## src/core/rtg_pkg.sv

```systemverilog
// shared constants, register map and types of the transmit guard and gear shaping block
package rtg_pkg;
  // ----------------------------------------------------------------
  // timing
  // ----------------------------------------------------------------
  localparam int CLK_NS         = 40;
  localparam int GUARD_UNIT_NS  = 1000;
  localparam int GUARD_UNIT_CYC = (GUARD_UNIT_NS + CLK_NS - 1) / CLK_NS;
  localparam int MEAS_UNIT_NS   = 100000;
  localparam int MEAS_UNIT_CYC  = (MEAS_UNIT_NS + CLK_NS - 1) / CLK_NS;
  localparam int PRE_W          = 12;
  // ----------------------------------------------------------------
  // register byte offsets
  // ----------------------------------------------------------------
  localparam logic [7:0] REG_CTRL  = 8'h00;
  localparam logic [7:0] REG_GUARD = 8'h04;
  localparam logic [7:0] REG_DPC   = 8'h08;
  localparam logic [7:0] REG_THR   = 8'h0C;
  localparam logic [7:0] REG_TXCFG = 8'h10;
  localparam logic [7:0] REG_PROTO = 8'h14;
  localparam logic [7:0] REG_STAT  = 8'h18;
  localparam logic [7:0] REG_TXOUT = 8'h1C;
  localparam logic [7:0] REG_LUTSZ = 8'h20;
  localparam logic [1:0] LUT_PAGE  = 2'h1;
  // ----------------------------------------------------------------
  // field positions
  // ----------------------------------------------------------------
  localparam int C_GO = 0, C_GRID = 1, C_FIELD = 2, C_MULTI = 3;
  localparam int C_DPC = 4, C_PAY = 5, C_PROT = 6, C_LOAD = 7;
  localparam int DPC_INT_LO = 0, DPC_NG_LO = 8, THR_MIN_LO = 0, THR_MAX_LO = 16;
  localparam int TX_CAR_LO = 0, TX_RISE_LO = 8, TX_FALL_LO = 12;
  localparam int TX_SCAR_LO = 16, TX_SCLK_LO = 24, TX_CLK_LO = 28;
  localparam int ST_BUSY = 8, ST_WALK = 9, ST_ARM = 10, ST_GO = 11;
  localparam int CAR_W = 5, TAU_W = 4, CLK_W = 3, GEAR_W = 4, MASK_W = 14;
  localparam int E_GEAR_LO = 0, E_FALL_LO = 4, E_RISE_LO = 8, E_CAR_LO = 12;
  localparam int E_MASK_LO = 16, DELTA_W = 4;
  // ----------------------------------------------------------------
  // reset values and states
  // ----------------------------------------------------------------
  localparam logic [3:0] NUM_GEARS_RST = 4'h1;
  localparam logic [7:0] MEAS_INT_RST  = 8'h0A;
  typedef enum logic [1:0] {
    WALK_IDLE = 2'b01,
    WALK_RUN  = 2'b10
  } rtg_walk_t;
endpackage

```

## src/core/rtg_smadd.sv

```systemverilog
// saturating sign-magnitude adjuster for one shaping field
`timescale 1ns/1ps
module rtg_smadd #(
  parameter int W = 4
) (
  input  wire logic [W-1:0] i_val,
  input  wire logic [3:0]   i_delta,
  output logic      [W-1:0] o_val
);
  logic [W:0] sum;
  logic [W:0] mag;

  if (W < 3) begin : g_chk
    $error("rtg_smadd: field narrower than the magnitude");
  end

  assign mag = (W + 1)'(i_delta[2:0]);
  assign sum = {1'b0, i_val} + mag;

  // clamps at both ends so repeated steps never wrap
  always_comb begin
    if (!i_delta[3]) begin
      o_val = sum[W] ? {W{1'b1}} : sum[W-1:0];
    end else if ({1'b0, i_val} < mag) begin
      o_val = '0;
    end else begin
      o_val = W'({1'b0, i_val} - mag);
    end
  end
endmodule

```

## src/core/rtg_guard.sv

```systemverilog
// guard period counter started on reception end or field on
`timescale 1ns/1ps
module rtg_guard #(
  parameter int UNIT_CYC = rtg_pkg::GUARD_UNIT_CYC
) (
  input  wire logic       i_clk,
  input  wire logic       i_rst,
  input  wire logic       i_start,
  input  wire logic [7:0] i_guard,
  output logic            o_busy,
  output logic            o_expire
);
  typedef struct packed {
    logic [rtg_pkg::PRE_W-1:0] pre;
    logic [7:0]                cnt;
    logic                      expire;
  } rtg_guard_st_t;

  localparam logic [rtg_pkg::PRE_W-1:0] PRE_TOP = rtg_pkg::PRE_W'(UNIT_CYC - 1);

  rtg_guard_st_t s;
  rtg_guard_st_t next_s;

  if (UNIT_CYC < 1 || UNIT_CYC > 4096) begin : g_chk
    $error("rtg_guard: unit count out of range");
  end

  always_comb begin
    next_s        = s;
    next_s.expire = 1'b0;
    if (i_start) begin
      // zero setting leaves the counter idle
      next_s.cnt = i_guard;
      next_s.pre = PRE_TOP;
    end else if (s.cnt != 8'h00) begin
      if (s.pre == '0) begin
        next_s.pre    = PRE_TOP;
        next_s.cnt    = s.cnt - 8'h01;
        next_s.expire = (s.cnt == 8'h01);
      end else begin
        next_s.pre = s.pre - 1'b1;
      end
    end
  end

  always_ff @(posedge i_clk) begin
    if (i_rst) begin
      s <= '0;
    end else begin
      s <= next_s;
    end
  end

  assign o_busy   = (s.cnt != 8'h00);
  assign o_expire = s.expire;
endmodule

```

## src/core/rtg_top.sv

```systemverilog
// transmit guard timing, power gear stepping and wave shaping adaption with AHB-Lite registers
//
// Our own choices: the AHB-Lite register port and the register addresses.
`timescale 1ns/1ps
// ----------------------------------------------------------------
// Notes on behaviour
// no transmit start while guard period runs
// early go flag sends exactly at expiry
// late go with grid sync aligns grid
// guard starts at reception end
// no guard start on restart or multi-receive
// guard starts at field on when enabled
// only go flag or payload command send
// zero guard setting disables the guard
// shaping pattern uses its own clock, carrier
// agc sampled every configured measurement interval
// threshold crossing steps to another gear
// at most fifteen gears, application count
// table entries carry gear, ascending order
// entry holds mode mask and gear
// entry carrier change is sign magnitude
// entry edge changes are sign magnitude
// gear switch triggers matching table lookup
// protocol load command also triggers lookup
// changes relative to loaded base settings
// rising gears accumulate earlier entries' changes
// adjusted fields saturate, never wrap
// ----------------------------------------------------------------
module rtg_top #(
  parameter int AGC_W     = 10,
  parameter int LUT_DEPTH = 16
) (
  input  wire logic             i_clk,
  input  wire logic             i_rst,
  input  wire logic             i_hsel,
  input  wire logic [31:0]      i_haddr,
  input  wire logic [1:0]       i_htrans,
  input  wire logic             i_hwrite,
  input  wire logic [2:0]       i_hsize,
  input  wire logic [31:0]      i_hwdata,
  input  wire logic             i_hready,
  output logic      [31:0]      o_hrdata,
  output logic                  o_hreadyout,
  output logic                  o_hresp,
  input  wire logic             i_rx_end,
  input  wire logic             i_rx_restart_dist,
  input  wire logic             i_field_on,
  input  wire logic             i_data_ready,
  input  wire logic             i_bit_grid,
  input  wire logic             i_shaping_active,
  input  wire logic [AGC_W-1:0] i_agc_level,
  output logic                  o_tx_start,
  output logic                  o_agc_sample,
  output logic      [3:0]       o_gear,
  output logic      [4:0]       o_tx_carrier,
  output logic      [3:0]       o_tx_rise,
  output logic      [3:0]       o_tx_fall,
  output logic      [2:0]       o_tx_clk_mode
);
  // ----------------------------------------------------------------
  // state
  // ----------------------------------------------------------------
  localparam int         IW       = $clog2(LUT_DEPTH);
  localparam logic [4:0] DEPTH_L  = 5'(LUT_DEPTH);
  localparam logic [rtg_pkg::PRE_W-1:0] MEAS_TOP = rtg_pkg::PRE_W'(rtg_pkg::MEAS_UNIT_CYC - 1);

  typedef struct packed {
    logic                ph_act;
    logic                ph_wr;
    logic [7:0]          ph_addr;
    logic [31:0]         rdata;
    logic                go;
    logic                grid_sync;
    logic                from_field;
    logic                multi_rx;
    logic                dpc_en;
    logic [7:0]          guard_set;
    logic [7:0]          meas_int;
    logic [3:0]          num_gears;
    logic [AGC_W-1:0]    th_min;
    logic [AGC_W-1:0]    th_max;
    logic [31:0]         txcfg;
    logic [13:0]         proto;
    logic [4:0]          lut_size;
    logic                grid_arm;
    logic                tx_start;
    logic [rtg_pkg::PRE_W-1:0] pre_cnt;
    logic [7:0]          int_cnt;
    logic                agc_sample;
    logic [3:0]          gear;
    rtg_pkg::rtg_walk_t  st;
    logic [4:0]          idx;
    logic [4:0]          car;
    logic [3:0]          rise;
    logic [3:0]          fall;
    logic [4:0]          o_car;
    logic [3:0]          o_rise;
    logic [3:0]          o_fall;
    logic [2:0]          o_clk;
  } rtg_top_st_t;

  rtg_top_st_t s;
  rtg_top_st_t next_s;
  logic [31:0] lut [LUT_DEPTH];

  logic        bus_acc;
  logic        bus_wr;
  logic        lut_wr;
  logic        g_start;
  logic        g_busy;
  logic        g_expire;
  logic        start_ok;
  logic        tick;
  logic        gear_sw;
  logic        prot_cmd;
  logic        load_cmd;
  logic        walk_go;
  logic [3:0]  gmax;
  logic [31:0] ent;
  logic [31:0] rd_val;
  logic [4:0]  adj_car;
  logic [3:0]  adj_rise;
  logic [3:0]  adj_fall;

  if (LUT_DEPTH < 2 || LUT_DEPTH > 16 || AGC_W < 1 || AGC_W > 16) begin : g_chk
    $error("rtg_top: table depth or agc width out of range");
  end

  function automatic logic hit(input logic [7:0] a, input logic [7:0] off);
    return a == off;
  endfunction

  function automatic logic lut_hit(input logic [7:0] a);
    return (a[7:6] == rtg_pkg::LUT_PAGE) && ({1'b0, a[5:2]} < DEPTH_L);
  endfunction

  // ----------------------------------------------------------------
  // bus slave: zero wait, always OKAY
  // ----------------------------------------------------------------
  assign bus_acc     = i_hsel && i_hready && i_htrans[1] && (i_hsize == 3'h2);
  assign bus_wr      = s.ph_act && s.ph_wr && i_hready;
  assign lut_wr      = bus_wr && lut_hit(s.ph_addr);
  assign o_hreadyout = 1'b1;
  assign o_hresp     = 1'b0;
  assign o_hrdata    = s.rdata;

  always_comb begin
    rd_val = '0;
    if (lut_hit(i_haddr[7:0])) begin
      rd_val = lut[i_haddr[IW+1:2]];
    end else if (hit(i_haddr[7:0], rtg_pkg::REG_CTRL)) begin
      rd_val[rtg_pkg::C_GO]    = s.go;
      rd_val[rtg_pkg::C_GRID]  = s.grid_sync;
      rd_val[rtg_pkg::C_FIELD] = s.from_field;
      rd_val[rtg_pkg::C_MULTI] = s.multi_rx;
      rd_val[rtg_pkg::C_DPC]   = s.dpc_en;
    end else if (hit(i_haddr[7:0], rtg_pkg::REG_GUARD)) begin
      rd_val[7:0] = s.guard_set;
    end else if (hit(i_haddr[7:0], rtg_pkg::REG_DPC)) begin
      rd_val[rtg_pkg::DPC_INT_LO +: 8] = s.meas_int;
      rd_val[rtg_pkg::DPC_NG_LO +: 4]  = s.num_gears;
    end else if (hit(i_haddr[7:0], rtg_pkg::REG_THR)) begin
      rd_val[rtg_pkg::THR_MIN_LO +: AGC_W] = s.th_min;
      rd_val[rtg_pkg::THR_MAX_LO +: AGC_W] = s.th_max;
    end else if (hit(i_haddr[7:0], rtg_pkg::REG_TXCFG)) begin
      rd_val = s.txcfg;
    end else if (hit(i_haddr[7:0], rtg_pkg::REG_PROTO)) begin
      rd_val[13:0] = s.proto;
    end else if (hit(i_haddr[7:0], rtg_pkg::REG_STAT)) begin
      rd_val[3:0]              = s.gear;
      rd_val[rtg_pkg::ST_BUSY] = g_busy;
      rd_val[rtg_pkg::ST_WALK] = (s.st == rtg_pkg::WALK_RUN);
      rd_val[rtg_pkg::ST_ARM]  = s.grid_arm;
      rd_val[rtg_pkg::ST_GO]   = s.go;
    end else if (hit(i_haddr[7:0], rtg_pkg::REG_TXOUT)) begin
      rd_val[rtg_pkg::TX_CAR_LO +: rtg_pkg::CAR_W]  = s.o_car;
      rd_val[rtg_pkg::TX_RISE_LO +: rtg_pkg::TAU_W] = s.o_rise;
      rd_val[rtg_pkg::TX_FALL_LO +: rtg_pkg::TAU_W] = s.o_fall;
      rd_val[rtg_pkg::TX_CLK_LO +: rtg_pkg::CLK_W]  = s.o_clk;
    end else if (hit(i_haddr[7:0], rtg_pkg::REG_LUTSZ)) begin
      rd_val[4:0] = s.lut_size;
    end
  end

  // table memory: written by software, read one entry per walk step
  always_ff @(posedge i_clk) begin
    if (lut_wr) begin
      lut[s.ph_addr[IW+1:2]] <= i_hwdata;
    end
  end

  assign ent = ({1'b0, s.idx} < {1'b0, DEPTH_L}) ? lut[s.idx[IW-1:0]] : '0;

  // ----------------------------------------------------------------
  // guard timer
  // ----------------------------------------------------------------
  assign g_start = (i_rx_end && !i_rx_restart_dist && !s.multi_rx)
                 || (i_field_on && s.from_field);

  rtg_guard #(
    .UNIT_CYC (rtg_pkg::GUARD_UNIT_CYC)
  ) u_guard (
    .i_clk    (i_clk),
    .i_rst    (i_rst),
    .i_start  (g_start),
    .i_guard  (s.guard_set),
    .o_busy   (g_busy),
    .o_expire (g_expire)
  );

  // held go flag fires in the very cycle the guard lapses
  assign start_ok = s.go && i_data_ready && !g_busy && (!s.grid_arm || i_bit_grid);

  // ----------------------------------------------------------------
  // shaping adjusters
  // ----------------------------------------------------------------
  rtg_smadd #(.W(rtg_pkg::CAR_W)) u_car (
    .i_val   (s.car),
    .i_delta (ent[rtg_pkg::E_CAR_LO +: rtg_pkg::DELTA_W]),
    .o_val   (adj_car)
  );
  rtg_smadd #(.W(rtg_pkg::TAU_W)) u_rise (
    .i_val   (s.rise),
    .i_delta (ent[rtg_pkg::E_RISE_LO +: rtg_pkg::DELTA_W]),
    .o_val   (adj_rise)
  );
  rtg_smadd #(.W(rtg_pkg::TAU_W)) u_fall (
    .i_val   (s.fall),
    .i_delta (ent[rtg_pkg::E_FALL_LO +: rtg_pkg::DELTA_W]),
    .o_val   (adj_fall)
  );

  // ----------------------------------------------------------------
  // next state
  // ----------------------------------------------------------------
  assign tick = s.dpc_en && (s.pre_cnt == '0) && (s.int_cnt == 8'h00);
  assign gmax = (s.num_gears == 4'h0) ? 4'h0 : s.num_gears - 4'h1;

  always_comb begin
    next_s            = s;
    next_s.tx_start   = 1'b0;
    next_s.agc_sample = 1'b0;
    gear_sw           = 1'b0;
    prot_cmd          = 1'b0;
    load_cmd          = 1'b0;
    next_s.ph_act     = bus_acc;
    if (bus_acc) begin
      next_s.ph_wr   = i_hwrite;
      next_s.ph_addr = i_haddr[7:0];
      next_s.rdata   = i_hwrite ? 32'h0000_0000 : rd_val;
    end
    if (start_ok) begin
      next_s.tx_start = 1'b1;
      next_s.go       = 1'b0;
      next_s.grid_arm = 1'b0;
    end
    if (g_expire && !s.go && s.grid_sync) begin
      next_s.grid_arm = 1'b1;
    end
    if (g_start) begin
      next_s.grid_arm = 1'b0;
    end
    if (bus_wr && hit(s.ph_addr, rtg_pkg::REG_CTRL)) begin
      // software set wins over the hardware clear above
      next_s.go         = i_hwdata[rtg_pkg::C_GO] || i_hwdata[rtg_pkg::C_PAY]
                          || (s.go && !start_ok);
      next_s.grid_sync  = i_hwdata[rtg_pkg::C_GRID];
      next_s.from_field = i_hwdata[rtg_pkg::C_FIELD];
      next_s.multi_rx   = i_hwdata[rtg_pkg::C_MULTI];
      next_s.dpc_en     = i_hwdata[rtg_pkg::C_DPC];
      prot_cmd          = i_hwdata[rtg_pkg::C_PROT];
      load_cmd          = i_hwdata[rtg_pkg::C_LOAD];
    end
    if (bus_wr && hit(s.ph_addr, rtg_pkg::REG_GUARD)) begin
      next_s.guard_set = i_hwdata[7:0];
    end
    if (bus_wr && hit(s.ph_addr, rtg_pkg::REG_DPC)) begin
      next_s.meas_int  = i_hwdata[rtg_pkg::DPC_INT_LO +: 8];
      next_s.num_gears = i_hwdata[rtg_pkg::DPC_NG_LO +: 4];
    end
    if (bus_wr && hit(s.ph_addr, rtg_pkg::REG_THR)) begin
      next_s.th_min = i_hwdata[rtg_pkg::THR_MIN_LO +: AGC_W];
      next_s.th_max = i_hwdata[rtg_pkg::THR_MAX_LO +: AGC_W];
    end
    if (bus_wr && hit(s.ph_addr, rtg_pkg::REG_TXCFG)) begin
      next_s.txcfg = i_hwdata;
    end
    if (bus_wr && hit(s.ph_addr, rtg_pkg::REG_PROTO)) begin
      next_s.proto = i_hwdata[13:0];
    end
    if (bus_wr && hit(s.ph_addr, rtg_pkg::REG_LUTSZ)) begin
      next_s.lut_size = (i_hwdata[4:0] > DEPTH_L) ? DEPTH_L : i_hwdata[4:0];
    end
    // measurement interval: (byte + 1) prescaled units
    if (!s.dpc_en) begin
      next_s.pre_cnt = '0;
      next_s.int_cnt = 8'h00;
    end else if (s.pre_cnt == '0) begin
      next_s.pre_cnt = MEAS_TOP;
      next_s.int_cnt = (s.int_cnt == 8'h00) ? s.meas_int : s.int_cnt - 8'h01;
    end else begin
      next_s.pre_cnt = s.pre_cnt - 1'b1;
    end
    if (tick) begin
      next_s.agc_sample = 1'b1;
      if (i_agc_level > s.th_max && s.gear < gmax) begin
        next_s.gear = s.gear + 4'h1;
        gear_sw     = 1'b1;
      end else if (i_agc_level < s.th_min && s.gear != 4'h0) begin
        next_s.gear = s.gear - 4'h1;
        gear_sw     = 1'b1;
      end
    end
    // table walk: entries up to the current gear pile up
    case (s.st)
      rtg_pkg::WALK_IDLE: begin
      end
      rtg_pkg::WALK_RUN: begin
        // ascending gear order lets the walk stop at the first higher gear
        if (s.idx >= s.lut_size || ent[rtg_pkg::E_GEAR_LO +: rtg_pkg::GEAR_W] > s.gear) begin
          next_s.st = rtg_pkg::WALK_IDLE;
        end else begin
          if ((ent[rtg_pkg::E_MASK_LO +: rtg_pkg::MASK_W] & s.proto) != 14'h0000) begin
            next_s.car  = adj_car;
            next_s.rise = adj_rise;
            next_s.fall = adj_fall;
          end
          next_s.idx = s.idx + 5'h01;
        end
      end
      default: begin
        next_s.st = rtg_pkg::WALK_IDLE;
      end
    endcase
    walk_go = gear_sw || prot_cmd;
    if (walk_go || load_cmd) begin
      // every walk restarts from the loaded base
      next_s.car  = s.txcfg[rtg_pkg::TX_CAR_LO +: rtg_pkg::CAR_W];
      next_s.rise = s.txcfg[rtg_pkg::TX_RISE_LO +: rtg_pkg::TAU_W];
      next_s.fall = s.txcfg[rtg_pkg::TX_FALL_LO +: rtg_pkg::TAU_W];
      next_s.idx  = 5'h00;
      next_s.st   = walk_go ? rtg_pkg::WALK_RUN : rtg_pkg::WALK_IDLE;
    end
    // pattern period swaps in its own carrier and clock mode
    next_s.o_car  = i_shaping_active ? s.txcfg[rtg_pkg::TX_SCAR_LO +: rtg_pkg::CAR_W] : s.car;
    next_s.o_clk  = i_shaping_active ? s.txcfg[rtg_pkg::TX_SCLK_LO +: rtg_pkg::CLK_W]
                                     : s.txcfg[rtg_pkg::TX_CLK_LO +: rtg_pkg::CLK_W];
    next_s.o_rise = s.rise;
    next_s.o_fall = s.fall;
  end

  always_ff @(posedge i_clk) begin
    if (i_rst) begin
      s           <= '0;
      s.st        <= rtg_pkg::WALK_IDLE;
      s.num_gears <= rtg_pkg::NUM_GEARS_RST;
      s.meas_int  <= rtg_pkg::MEAS_INT_RST;
    end else begin
      s <= next_s;
    end
  end

  assign o_tx_start    = s.tx_start;
  assign o_agc_sample  = s.agc_sample;
  assign o_gear        = s.gear;
  assign o_tx_carrier  = s.o_car;
  assign o_tx_rise     = s.o_rise;
  assign o_tx_fall     = s.o_fall;
  assign o_tx_clk_mode = s.o_clk;
endmodule

```

## config.mk

```make
export PLATFORM = sky130hd
export DESIGN_NAME = rtg_top
export DESIGN_NICKNAME = d
export VERILOG_FILES = /design/src/core/rtg_pkg.sv /design/src/core/rtg_smadd.sv /design/src/core/rtg_guard.sv /design/src/core/rtg_top.sv
export SDC_FILE = /design/constraint.sdc
export NUM_CORES = 1
export LEC_CHECK = 0
export BUFFER_PORTS_ARGS = -buffer_cell sky130_fd_sc_hd__buf_2
export CAP_MARGIN = 30
export CORE_UTILIZATION = 27
export CTS_CLUSTER_DIAMETER = 120
export DETAILED_ROUTE_END_ITERATION = 7
export GPL_TIMING_DRIVEN = 0
export PLACE_DENSITY = 0.49
export RECOVER_POWER = 50
export SETUP_SLACK_MARGIN = 0.02
export SLEW_MARGIN = 0
export SYNTH_ARGS = -nofsm -noshare
export SYNTH_HDL_FRONTEND = slang
export SYNTH_SLANG_ARGS = --single-unit
```

## constraint.sdc

```tcl
create_clock -name i_clk -period 6.8 [get_ports i_clk]
set_input_delay 0.68 -clock i_clk [delete_from_list [all_inputs] [get_ports i_clk]]
set_output_delay 0.68 -clock i_clk [all_outputs]
set_load 0.05 [all_outputs]
```

Word-level counts from Yosys, hierarchy flattened
Memories as Yosys holds them, arrays and structs flattened. A register that Yosys moved wholly into a read port is not among the register bits.
Index checks and enable logic that the tools add are counted.
{ "word_totals": {"n_memories": 1, "in_bits": 90, "register_bits": 222, "ram_bits": 512, "word_cells": 256, "out_inout_bits": 56} }
{ "classes": {"mux": 101, "reduce_logical": 65, "bitwise": 5, "eq_ne": 23, "order_cmp": 10, "addsub": 14} }
{ "mem_list": {"columns": ["name", "depth", "word_bits", "rd", "rd_ports_with_merged_regs", "wr", "line", "rtl"], "rows": [
  ["lut", 16, 32, 2, 1, 1, "rtg_top.sv:104", "logic [31:0] lut [LUT_DEPTH];"]
]} }
{ "op_table": {"columns": ["operator", "n"], "rows": [
  ["16-bit 2-to-1 mux", 6],
  ["5-bit 2-to-1 mux", 19],
  ["8-bit 2-to-1 mux", 11],
  ["4-bit 2-to-1 mux", 21],
  ["32-bit 2-to-1 mux", 2],
  ["8-bit by 5-bit == test with 1-bit output (second input constant)", 6],
  ["12-bit 2-to-1 mux", 4],
  ["20-bit 2-to-1 mux", 2],
  ["18-bit 2-to-1 mux", 2],
  ["8-bit by 4-bit == test with 1-bit output (second input constant)", 4],
  ["30-bit 2-to-1 mux", 1],
  ["27-bit 2-to-1 mux", 1],
  ["1-bit logical AND", 26],
  ["13-bit 2-to-1 mux", 2],
  ["12-bit logical NOT", 2],
  ["8-bit logical NOT", 3],
  ["24-bit 2-to-1 mux", 1],
  ["12-bit by 1-bit subtractor with 12-bit output (second input constant)", 2],
  ["10-bit 2-to-1 mux", 2],
  ["3-bit 2-to-1 mux", 6],
  ["6-bit 2-to-1 mux", 3],
  ["8-bit by 3-bit == test with 1-bit output (second input constant)", 2],
  ["8-bit by 6-bit == test with 1-bit output (second input constant)", 2],
  ["8-bit by 1-bit subtractor with 8-bit output (second input constant)", 2],
  ["other kinds (42)", 86]
]} }

Depth between registers and ports, before layout
Gate-level depths: netlist of the first run.
{ "depth": {"ltp_word": 31, "mapped_depth": 19, "depth_no_buf": 14} }

Cells and area by module
From an unflattened synthesis of the first run, not the netlist that was laid out.
{ "unflattened": {"cells_unflattened": 2457, "area_unflattened_um2": 35104.9} }
{ "modules_own_cells": {"columns": ["module", "area_each_um2", "n_inst", "seq_area_each_um2", "cells_per_inst"], "rows": [
  ["rtg_top", 32864.0, 1, 19478.7, 2180],
  ["rtg_guard", 1217.4, 1, 420.4, 138],
  ["rtg_smadd at u_car", 379.1, 1, 0.0, 50],
  ["rtg_smadd at u_fall", 331.6, 1, 0.0, 46],
  ["rtg_smadd at u_rise", 312.8, 1, 0.0, 43]
]} }

Least setup slack after synthesis of the first run
Ideal clock, no wire load.
{ "synth_path": {"kind": "register to register", "from": "reg (tool-made name)", "to": "reg s, in the netlist next_s[5]", "stages_incl_launch_ff": 18, "slack_ns": 1.831, "required_time_ns": 6.680, "synth_period_minus_slack_ns": 4.969, "path_buffers": 5, "arrival_ns": 4.849, "setup_time_ns": 0.120, "path_cell_list": "dfxtp_1 > buf_6 > buf_4 > buf_6 > buf_2 > buf_2 > mux4_2 > mux4_2 > and2_1 > ha_1 > nor2b_1 > o21a_1 > o21a_1 > o21a_1 > a2111oi_2 > o311ai_4 > and2_1 > o31a_1"} }
{ "synth_lines": {"columns": ["item", "line", "rtl"], "rows": [
  ["end signal: assignment", "rtg_top.sv:359", "s <= next_s;"],
  ["end: declaration", "rtg_top.sv:102", "rtg_top_st_t s;"]
]} }

==> out/metrics.csv, run 1 <==
stage,metric,value,unit
pwr,vdd_drop_max,0.1813,mV
synth,synth_edf_count,512,
clock_network,cts_sinks,738,
clock_network,cts_buffers,87,
clock_network,path_clk_slew,0.06,ns
die,start_util,0.2735,
clock_network,postCtsSetupBuffers,0,
layout,fillCellCount,12640,
pwr,p_per_area,247.7,nW/um^2
synth,synth_fp_nets,2661,
die,die_h,362.6,um
setup_path,end_kind,flop,
setup_path,worst_setup_path_start_kind,flop,
die,io_pins,146,
pwr,fin_total_pwr,10.30,mW
layout,syn2layout_area_growth,18.43,%
placement,place.port_buffers,112,
layout,final_cell_count_no_fill,4562,
synth,synth_top_area_share,0.4380,
timing,worst_pin_slew,1.964,ns
synth,post_synth.cell_area_avg,14.02,um^2
setup_path,r2r_end,next_s[9],
pwr,leakagePower,13.63,nW
synth,synthArstFlopShare,0,
clock_network,hold_buffers,0,
placement,place_hpwl,92020,um
timing,maxSlewHeadroom,-0.3096,
synth,synth_seq_cells,738,
flow_run,maxCapViolCount,10,
clock_network,cts_root_buf,clkbuf_16,
die,core,128300,um^2
clock_network,h-tree-depth,3,
drt,drt_iter0_drc,2778,
global_route,antenna_found_initial,12,
worst_hold_path,min_from,i_hwrite,
setup_path,path_buf_inv,7,
global_route,grt_pass1_wl,178300,um
clock_network,ctsResizeCount,0,
drt,viasPerCell,5.201,
timing,finalMaxSlewViolations,183,
setup_path,path_delay_family,buffers and inverters,
setup_path,critPathCapture,next_s[9],
setup_path,crit_fanout,10,
synth,ys_top_cells_by_area,"edfxtp_1 (44%), mux4_2 (18%), dfxtp_1 (13%)",
drt,wl,126700,um
layout,multiInputGateArea,13910,um^2
die,die_x,362.6,um
run_status,outcome,"complete, but fails checks",
timing,min_period,6.061,ns
drt,dr_wl_met3,9797,um
setup_path,arrival,6.61,ns
drt,routedWlPerCell,27.76,um
setup_path,cpMaxStageDelayCell,buf_1,
setup_path,max_stage_delay,0.74,ns
timing,setup_viol,0,
synth,syn_area,35100,um^2
run_status,violations,"max-capacitance violations, max-slew violations",
clock_network,clk_latency,0.68,ns
setup_path,path_cells,buf_2 > buf_2 > buf_2 > buf_1 > buf_1 > clkbuf_1 > mux4_2 > nand2_1 > ha_1 > nor2b_1 > o21a_1 > o21a_1 > o21a_1 > a2111oi_2 > buf_4 > o311ai_4 > and2_1 > o31a_1,
layout,final_nets,2916,
placement,placed_cells,4398,
placement,gp_congestion,0.9182,
drt,wl_met1,54660,um
synth,synth_flop_cell,edfxtp_1,
drt,wl_met2,58800,um
timing,rsz0062_at_grt,no,
timing,fin_skew,0.03634,ns
clock_network,cts_tree,yes,
synth,seq_area_frac_synth,0.5669,
setup_path,worstPathRequired,7.35,ns
timing,worst_hold_slack,0.3157,ns
clock_network,clock_path_buffers,3,
global_route,grt_pass1_vias,23420,
timing,fmax,165.0,MHz
drt,num_vias,23730,
setup_path,r2r_cells,18,
drt,firstDrtPassIters,8,
synth,synth_cell_types,80,
die,rows,131,
die,dieArea,131500,um^2
drt,drc_errors,0,
layout,drive_gt1_frac,0.2316,
drt,topRoutingLayerUsed,met5,
global_route,grt_max_degree,24,
global_route,grt_util_all_layers,0.1909,
global_route,overflow,0,
setup_path,reg2reg_slack,0.74,ns
synth,ys_warn_count,0,
setup_path,criticalPathCategory,flop to flop,
synth,synth_area_leader_cell,edfxtp_1,
timing,hold_viol,0,
drt,antenna_left,0,
synth,synth_cells,2504,
worst_hold_path,hold_class,primary input to flop,
layout,seq_area,19900,um^2
timing,min_period_over_period,0.8913,
setup_path,crit_cells,18,
[layout make-up]
cell class,count,area share
sequential,738,0.4787
inverter,83,0.007494
buffer,208,0.02588
antenna,1,0.00006020
clock inverter,43,0.009481
clock buffer,119,0.05779
tap,1729,0.05204
multi-input combinational,1475,0.3347
timing repair buffer,166,0.03389
[logic make-up after synthesis]
kind of cell / after synthesis / synth area share
AOI/OAI and AO/OA: 381 / 0.07108
xor gates and xnor gates: 29 / 0.007236
adders and majority gates: 67 / 0.02538
buffers and inverters: 291 / 0.03953
DFF: 738 / 0.5669
muxes: 379 / 0.2097
other: 2 / 0.0002139
and+or+nand+nor: 617 / 0.08002
[per-layer routing]
layer,global-route usage,vias to the layer above
met5,0,-
met4,0.05320,18
met3,0.03794,197
met2,0.3057,1054
met1,0.2615,12300
li1,-,10160
[worst min-delay path, cell delays in order]
cell,delay [ns]
buf_2,0.13
nand2_1,0.06
a21oi_1,0.06
[power by group]
group          leakage [nW]  switching [mW]  total [mW]  internal, mW
combinational          5.83           0.480       0.770         0.290
sequential             6.42          0.0483        4.90          4.85
clock                  1.37            1.95        4.63          2.68
[cells in the final DEF (no fill, tap or decap), types with 12 or more instances in the layout]
cell,count
nand3_1,20
inv_1,83
a21oi_1,171
xnor2_1,18
o21ai_0,38
o211ai_1,13
nor2_1,178
buf_4,59
buf_8,26
mux4_2,283
clkbuf_16,88
dfxtp_1,226
buf_1,18
buf_12,13
clkinv_1,12
a22oi_1,19
nor2_4,13
ha_1,60
nor2b_1,33
mux2_2,20
and2_1,14
buf_2,65
nand2b_1,14
nand3b_1,15
nor3_1,26
a222oi_1,18
nand2_1,241
edfxtp_1,512
clkinv_2,15
clkbuf_1,198
mux2i_1,76
a211oi_1,21
[through the flow]
step	setup slack [ns]	TNS [ns]	area, um^2	util
after CTS	0.7810	0	41700	0.3249
after floorplan	1.831	0	35100	-
final	0.7390	0	41570	0.3239
after global routing	0.5407	0	41570	0.3239
after detailed placement	0.8240	0	38900	0.3031
after global placement	-0.2516	-3.034	37830	0.2947
[cell usage after synthesis, types with 11 or more instances]
cell,number
edfxtp_1,512
mux4_2,283
nand2_1,241
dfxtp_1,226
nor2_1,191
a21oi_1,171
clkbuf_1,101
inv_1,83
mux2i_1,76
ha_1,60
buf_4,57
o21ai_0,38
nor2b_1,33
buf_2,26
nor3_1,26
a211oi_1,21
mux2_2,20
nand3_1,20
a22oi_1,19
a222oi_1,18
buf_1,18
xnor2_1,18
and2_1,15
nand3b_1,15
nand2b_1,14
o211ai_1,13
a31oi_1,11
nor4_1,11
o21ai_2,11
xor2_1,11
[worst min-delay path by stage]
stage	to	slack [ns]	depth (start not counted)
after floorplan	s[199]	0.43	2
final	s[199]	0.32	3
after detailed placement	s[88]	0.45	2
after CTS	s[199]	0.28	3
after global placement	s[199]	0.44	2
after global routing	s[199]	0.31	3
[flip-flops by register name (all words and copies together) (netlist names), named ones only]
| register | flops |
|---|---|
| lut | 512 |
| next_s | 8 |
| o_agc_sample | 1 |
| o_gear | 4 |
| o_hrdata | 32 |
| o_tx_carrier | 5 |
| o_tx_clk_mode | 3 |
| o_tx_fall | 4 |
| o_tx_rise | 4 |
| o_tx_start | 1 |
| s | 139 |
| u_guard.o_expire | 1 |
| u_guard.s | 20 |
(Power assumes the default switching activity.)
==> run 2, diff against run 1 <==
==> constraint.sdc (replaced) <==
create_clock -name i_clk -period 6.5 [get_ports i_clk]
set_input_delay 0.65 -clock i_clk [delete_from_list [all_inputs] [get_ports i_clk]]
set_output_delay 0.65 -clock i_clk [all_outputs]
set_load 0.05 [all_outputs]
==> run 2 against run 1 <==
  * The run still ends with max-capacitance violations, max-slew violations left
  * Fmax is essentially flat
  * Routed wire length about the same
  * Combinational power increased by 4.7%
==> out/metrics.csv, run 2 (same netlist as run 1, synthesis figures left out) <==
stage,metric,value,unit,change
clock_network,hold_buffers,0,,unchanged
setup_path,end_kind,flop,,unchanged
setup_path,r2r_cells,18,,unchanged
setup_path,path_delay_family,buffers and inverters,,unchanged
drt,drc_errors,0,,unchanged
pwr,p_per_area,259.1,nW/um^2,was 247.7 nW/um^2
setup_path,max_stage_delay,0.74,ns,about the same
clock_network,cts_root_buf,clkbuf_16,,unchanged
clock_network,h-tree-depth,3,,unchanged
global_route,met2_usage,0.3057,,unchanged
layout,final_cell_mix,"edfxtp_1 (512), mux4_2 (283), nand2_1 (241)",,unchanged
layout,final_cell_count_no_fill,4562,,unchanged
worst_hold_path,hold_depth,3,,unchanged
timing,maxSlewHeadroom,-0.3068,,was -0.3096
placement,placed_cells,4398,,unchanged
die,io_pins,146,,unchanged
die,start_util,0.2735,,unchanged
layout,finish.utilization,0.3239,,about the same
worst_hold_path,min_to,s[199],,unchanged
setup_path,crit_fanout,10,,unchanged
timing,fin_skew,0.03697,ns,was 0.03634 ns
run_status,violations,"max-capacitance violations, max-slew violations",,unchanged
drt,wl,126700,um,about the same
clock_network,postCtsSetupBuffers,0,,unchanged
timing,finalMaxSlewViolations,183,,unchanged
setup_path,worst_setup_path_start_kind,flop,,unchanged
setup_path,worstPathRequired,7.05,ns,was 7.35 ns
clock_network,clk_latency,0.68,ns,about the same
layout,drive_gt1_frac,0.2309,,was 0.2316
global_route,met3_usage,0.03794,,unchanged
global_route,grt_max_degree,24,,unchanged
setup_path,r2r_end,next_s[9],,unchanged
flow_run,maxCapViolCount,9,,was 10
die,die_h,362.6,um,unchanged
layout,syn2layout_area_growth,18.42,%,was 18.43%
worst_hold_path,min_from,i_hwrite,,unchanged
clock_network,path_clk_slew,0.06,ns,about the same
drt,routedWlPerCell,27.76,um,about the same
die,core,128300,um^2,unchanged
placement,dpl_cell_area,38900,um^2,unchanged
pwr,vdd_drop_max,0.1898,mV,was 0.1813 mV
clock_network,cts_buffers,87,,unchanged
setup_path,path_cells,buf_2 > buf_2 > buf_2 > buf_1 > buf_1 > clkbuf_1 > mux4_2 > nand2_1 > ha_1 > nor2b_1 > o21a_1 > o21a_1 > o21a_1 > a2111oi_2 > buf_4 > o311ai_4 > and2_1 > o31a_1,,unchanged
setup_path,reg2reg_slack,0.43,ns,was 0.74 ns
timing,min_period_over_period,0.9332,,was 0.8913
global_route,grt_use_met1,0.2615,,unchanged
placement,place.port_buffers,112,,unchanged
pwr,fin_total_pwr,10.77,mW,was 10.30 mW
timing,setup_viol,0,,unchanged
drt,firstDrtPassIters,8,,unchanged
timing,rsz0062_at_grt,no,,unchanged
layout,mostFrequentLayoutCell,edfxtp_1,,unchanged
layout,postLayoutCellArea,41570,um^2,about the same
drt,antenna_left,0,,unchanged
layout,largest_reg_flops,512,,unchanged
die,dieArea,131500,um^2,unchanged
global_route,grt_pass1_wl,178300,um,unchanged
setup_path,arrival,6.61,ns,about the same
clock_network,ctsResizeCount,0,,unchanged
worst_hold_path,hold_class,primary input to flop,,unchanged
layout,final_nets,2916,,unchanged
global_route,antenna_found_initial,12,,unchanged
clock_network,clock_path_buffers,3,,unchanged
die,rows,131,,unchanged
timing,min_period,6.066,ns,was 6.061 ns
placement,gp_congestion,0.9182,,unchanged
clock_network,cts_sinks,738,,unchanged
drt,num_vias,23710,,was 23.73k
pwr,leakagePower,13.62,nW,was 13.63 nW
drt,viasPerCell,5.198,,was 5.201
drt,drt_iter0_drc,2774,,was 2778
global_route,overflow,0,,unchanged
timing,worst_pin_slew,1.960,ns,was 1.964 ns
clock_network,cts_tree,yes,,unchanged
setup_path,criticalPathCategory,flop to flop,,unchanged
run_status,outcome,"complete, but fails checks",,unchanged
setup_path,cpMaxStageDelayCell,buf_1,,unchanged
global_route,grt_pass1_vias,23420,,unchanged
global_route,grt_util_all_layers,0.1909,,unchanged
timing,tns,0,ns,unchanged
die,die_x,362.6,um,unchanged
timing,fmax,164.9,MHz,was 165.0 MHz
placement,place_hpwl,92020,um,unchanged
global_route,busiest_layer,met2,,unchanged
timing,hold_viol,0,,unchanged
setup_path,path_buf_inv,7,,unchanged
## run 2: worst reg2reg max path, cell delays in order, from the launching register on
cell and delay (ns):
dfxtp_1 0.30, buf_2 0.26, buf_2 0.38, buf_2 0.37
buf_1 0.74, buf_1 0.32, clkbuf_1 0.73, mux4_2 0.49
nand2_1 0.11, ha_1 0.14, nor2b_1 0.05, o21a_1 0.16
o21a_1 0.16, o21a_1 0.22, a2111oi_2 0.50, buf_4 0.26
o311ai_4 0.23, and2_1 0.26, o31a_1 0.27
## run 2: layer usage
metal	vias to the layer above	share of wire
met5	-	0.00081
met4	18	0.025
met3	191	0.078
met2	1055	0.46
met1	12290	0.43
li1	10150	-
## run 2: cell type report
type | instances | area (um^2)
well taps | 1729 | 2163
repair buffers | 166 | 1406
flip-flops and latches | 738 | 19900
plain buffers | 208 | 1076
fillers | 12640 | 86770
clock buffers | 119 | 2402
clock inverters | 43 | 394.1
multi-input cells | 1475 | 13910
inverters | 83 | 311.5
diodes | 1 | 2.502
## run 2: how the worst max path moves through the flow
stage / from / end / cells past startpoint
floorplan: flop / next_s[5] / 17
global placement: flop / next_s[9] / 17
detailed placement: flop / next_s[9] / 18
CTS: flop / next_s[9] / 18
global route: flop / next_s[6] / 19
finish: flop / next_s[9] / 18
## run 2: power by group
part	internal, mW	switching [mW]
clock network	2.80	2.04
registers	5.07	0.0504
logic	0.303	0.502
## run 2: metrics by stage
step | setup slack [ns] | hold slack, ns
after global placement | -0.5516 | 0.4421
after detailed placement | 0.5240 | 0.4485
after global routing | 0.2407 | 0.2767
after CTS | 0.4810 | 0.2467
after floorplan | 1.531 | 0.4318
final | 0.4344 | 0.2856
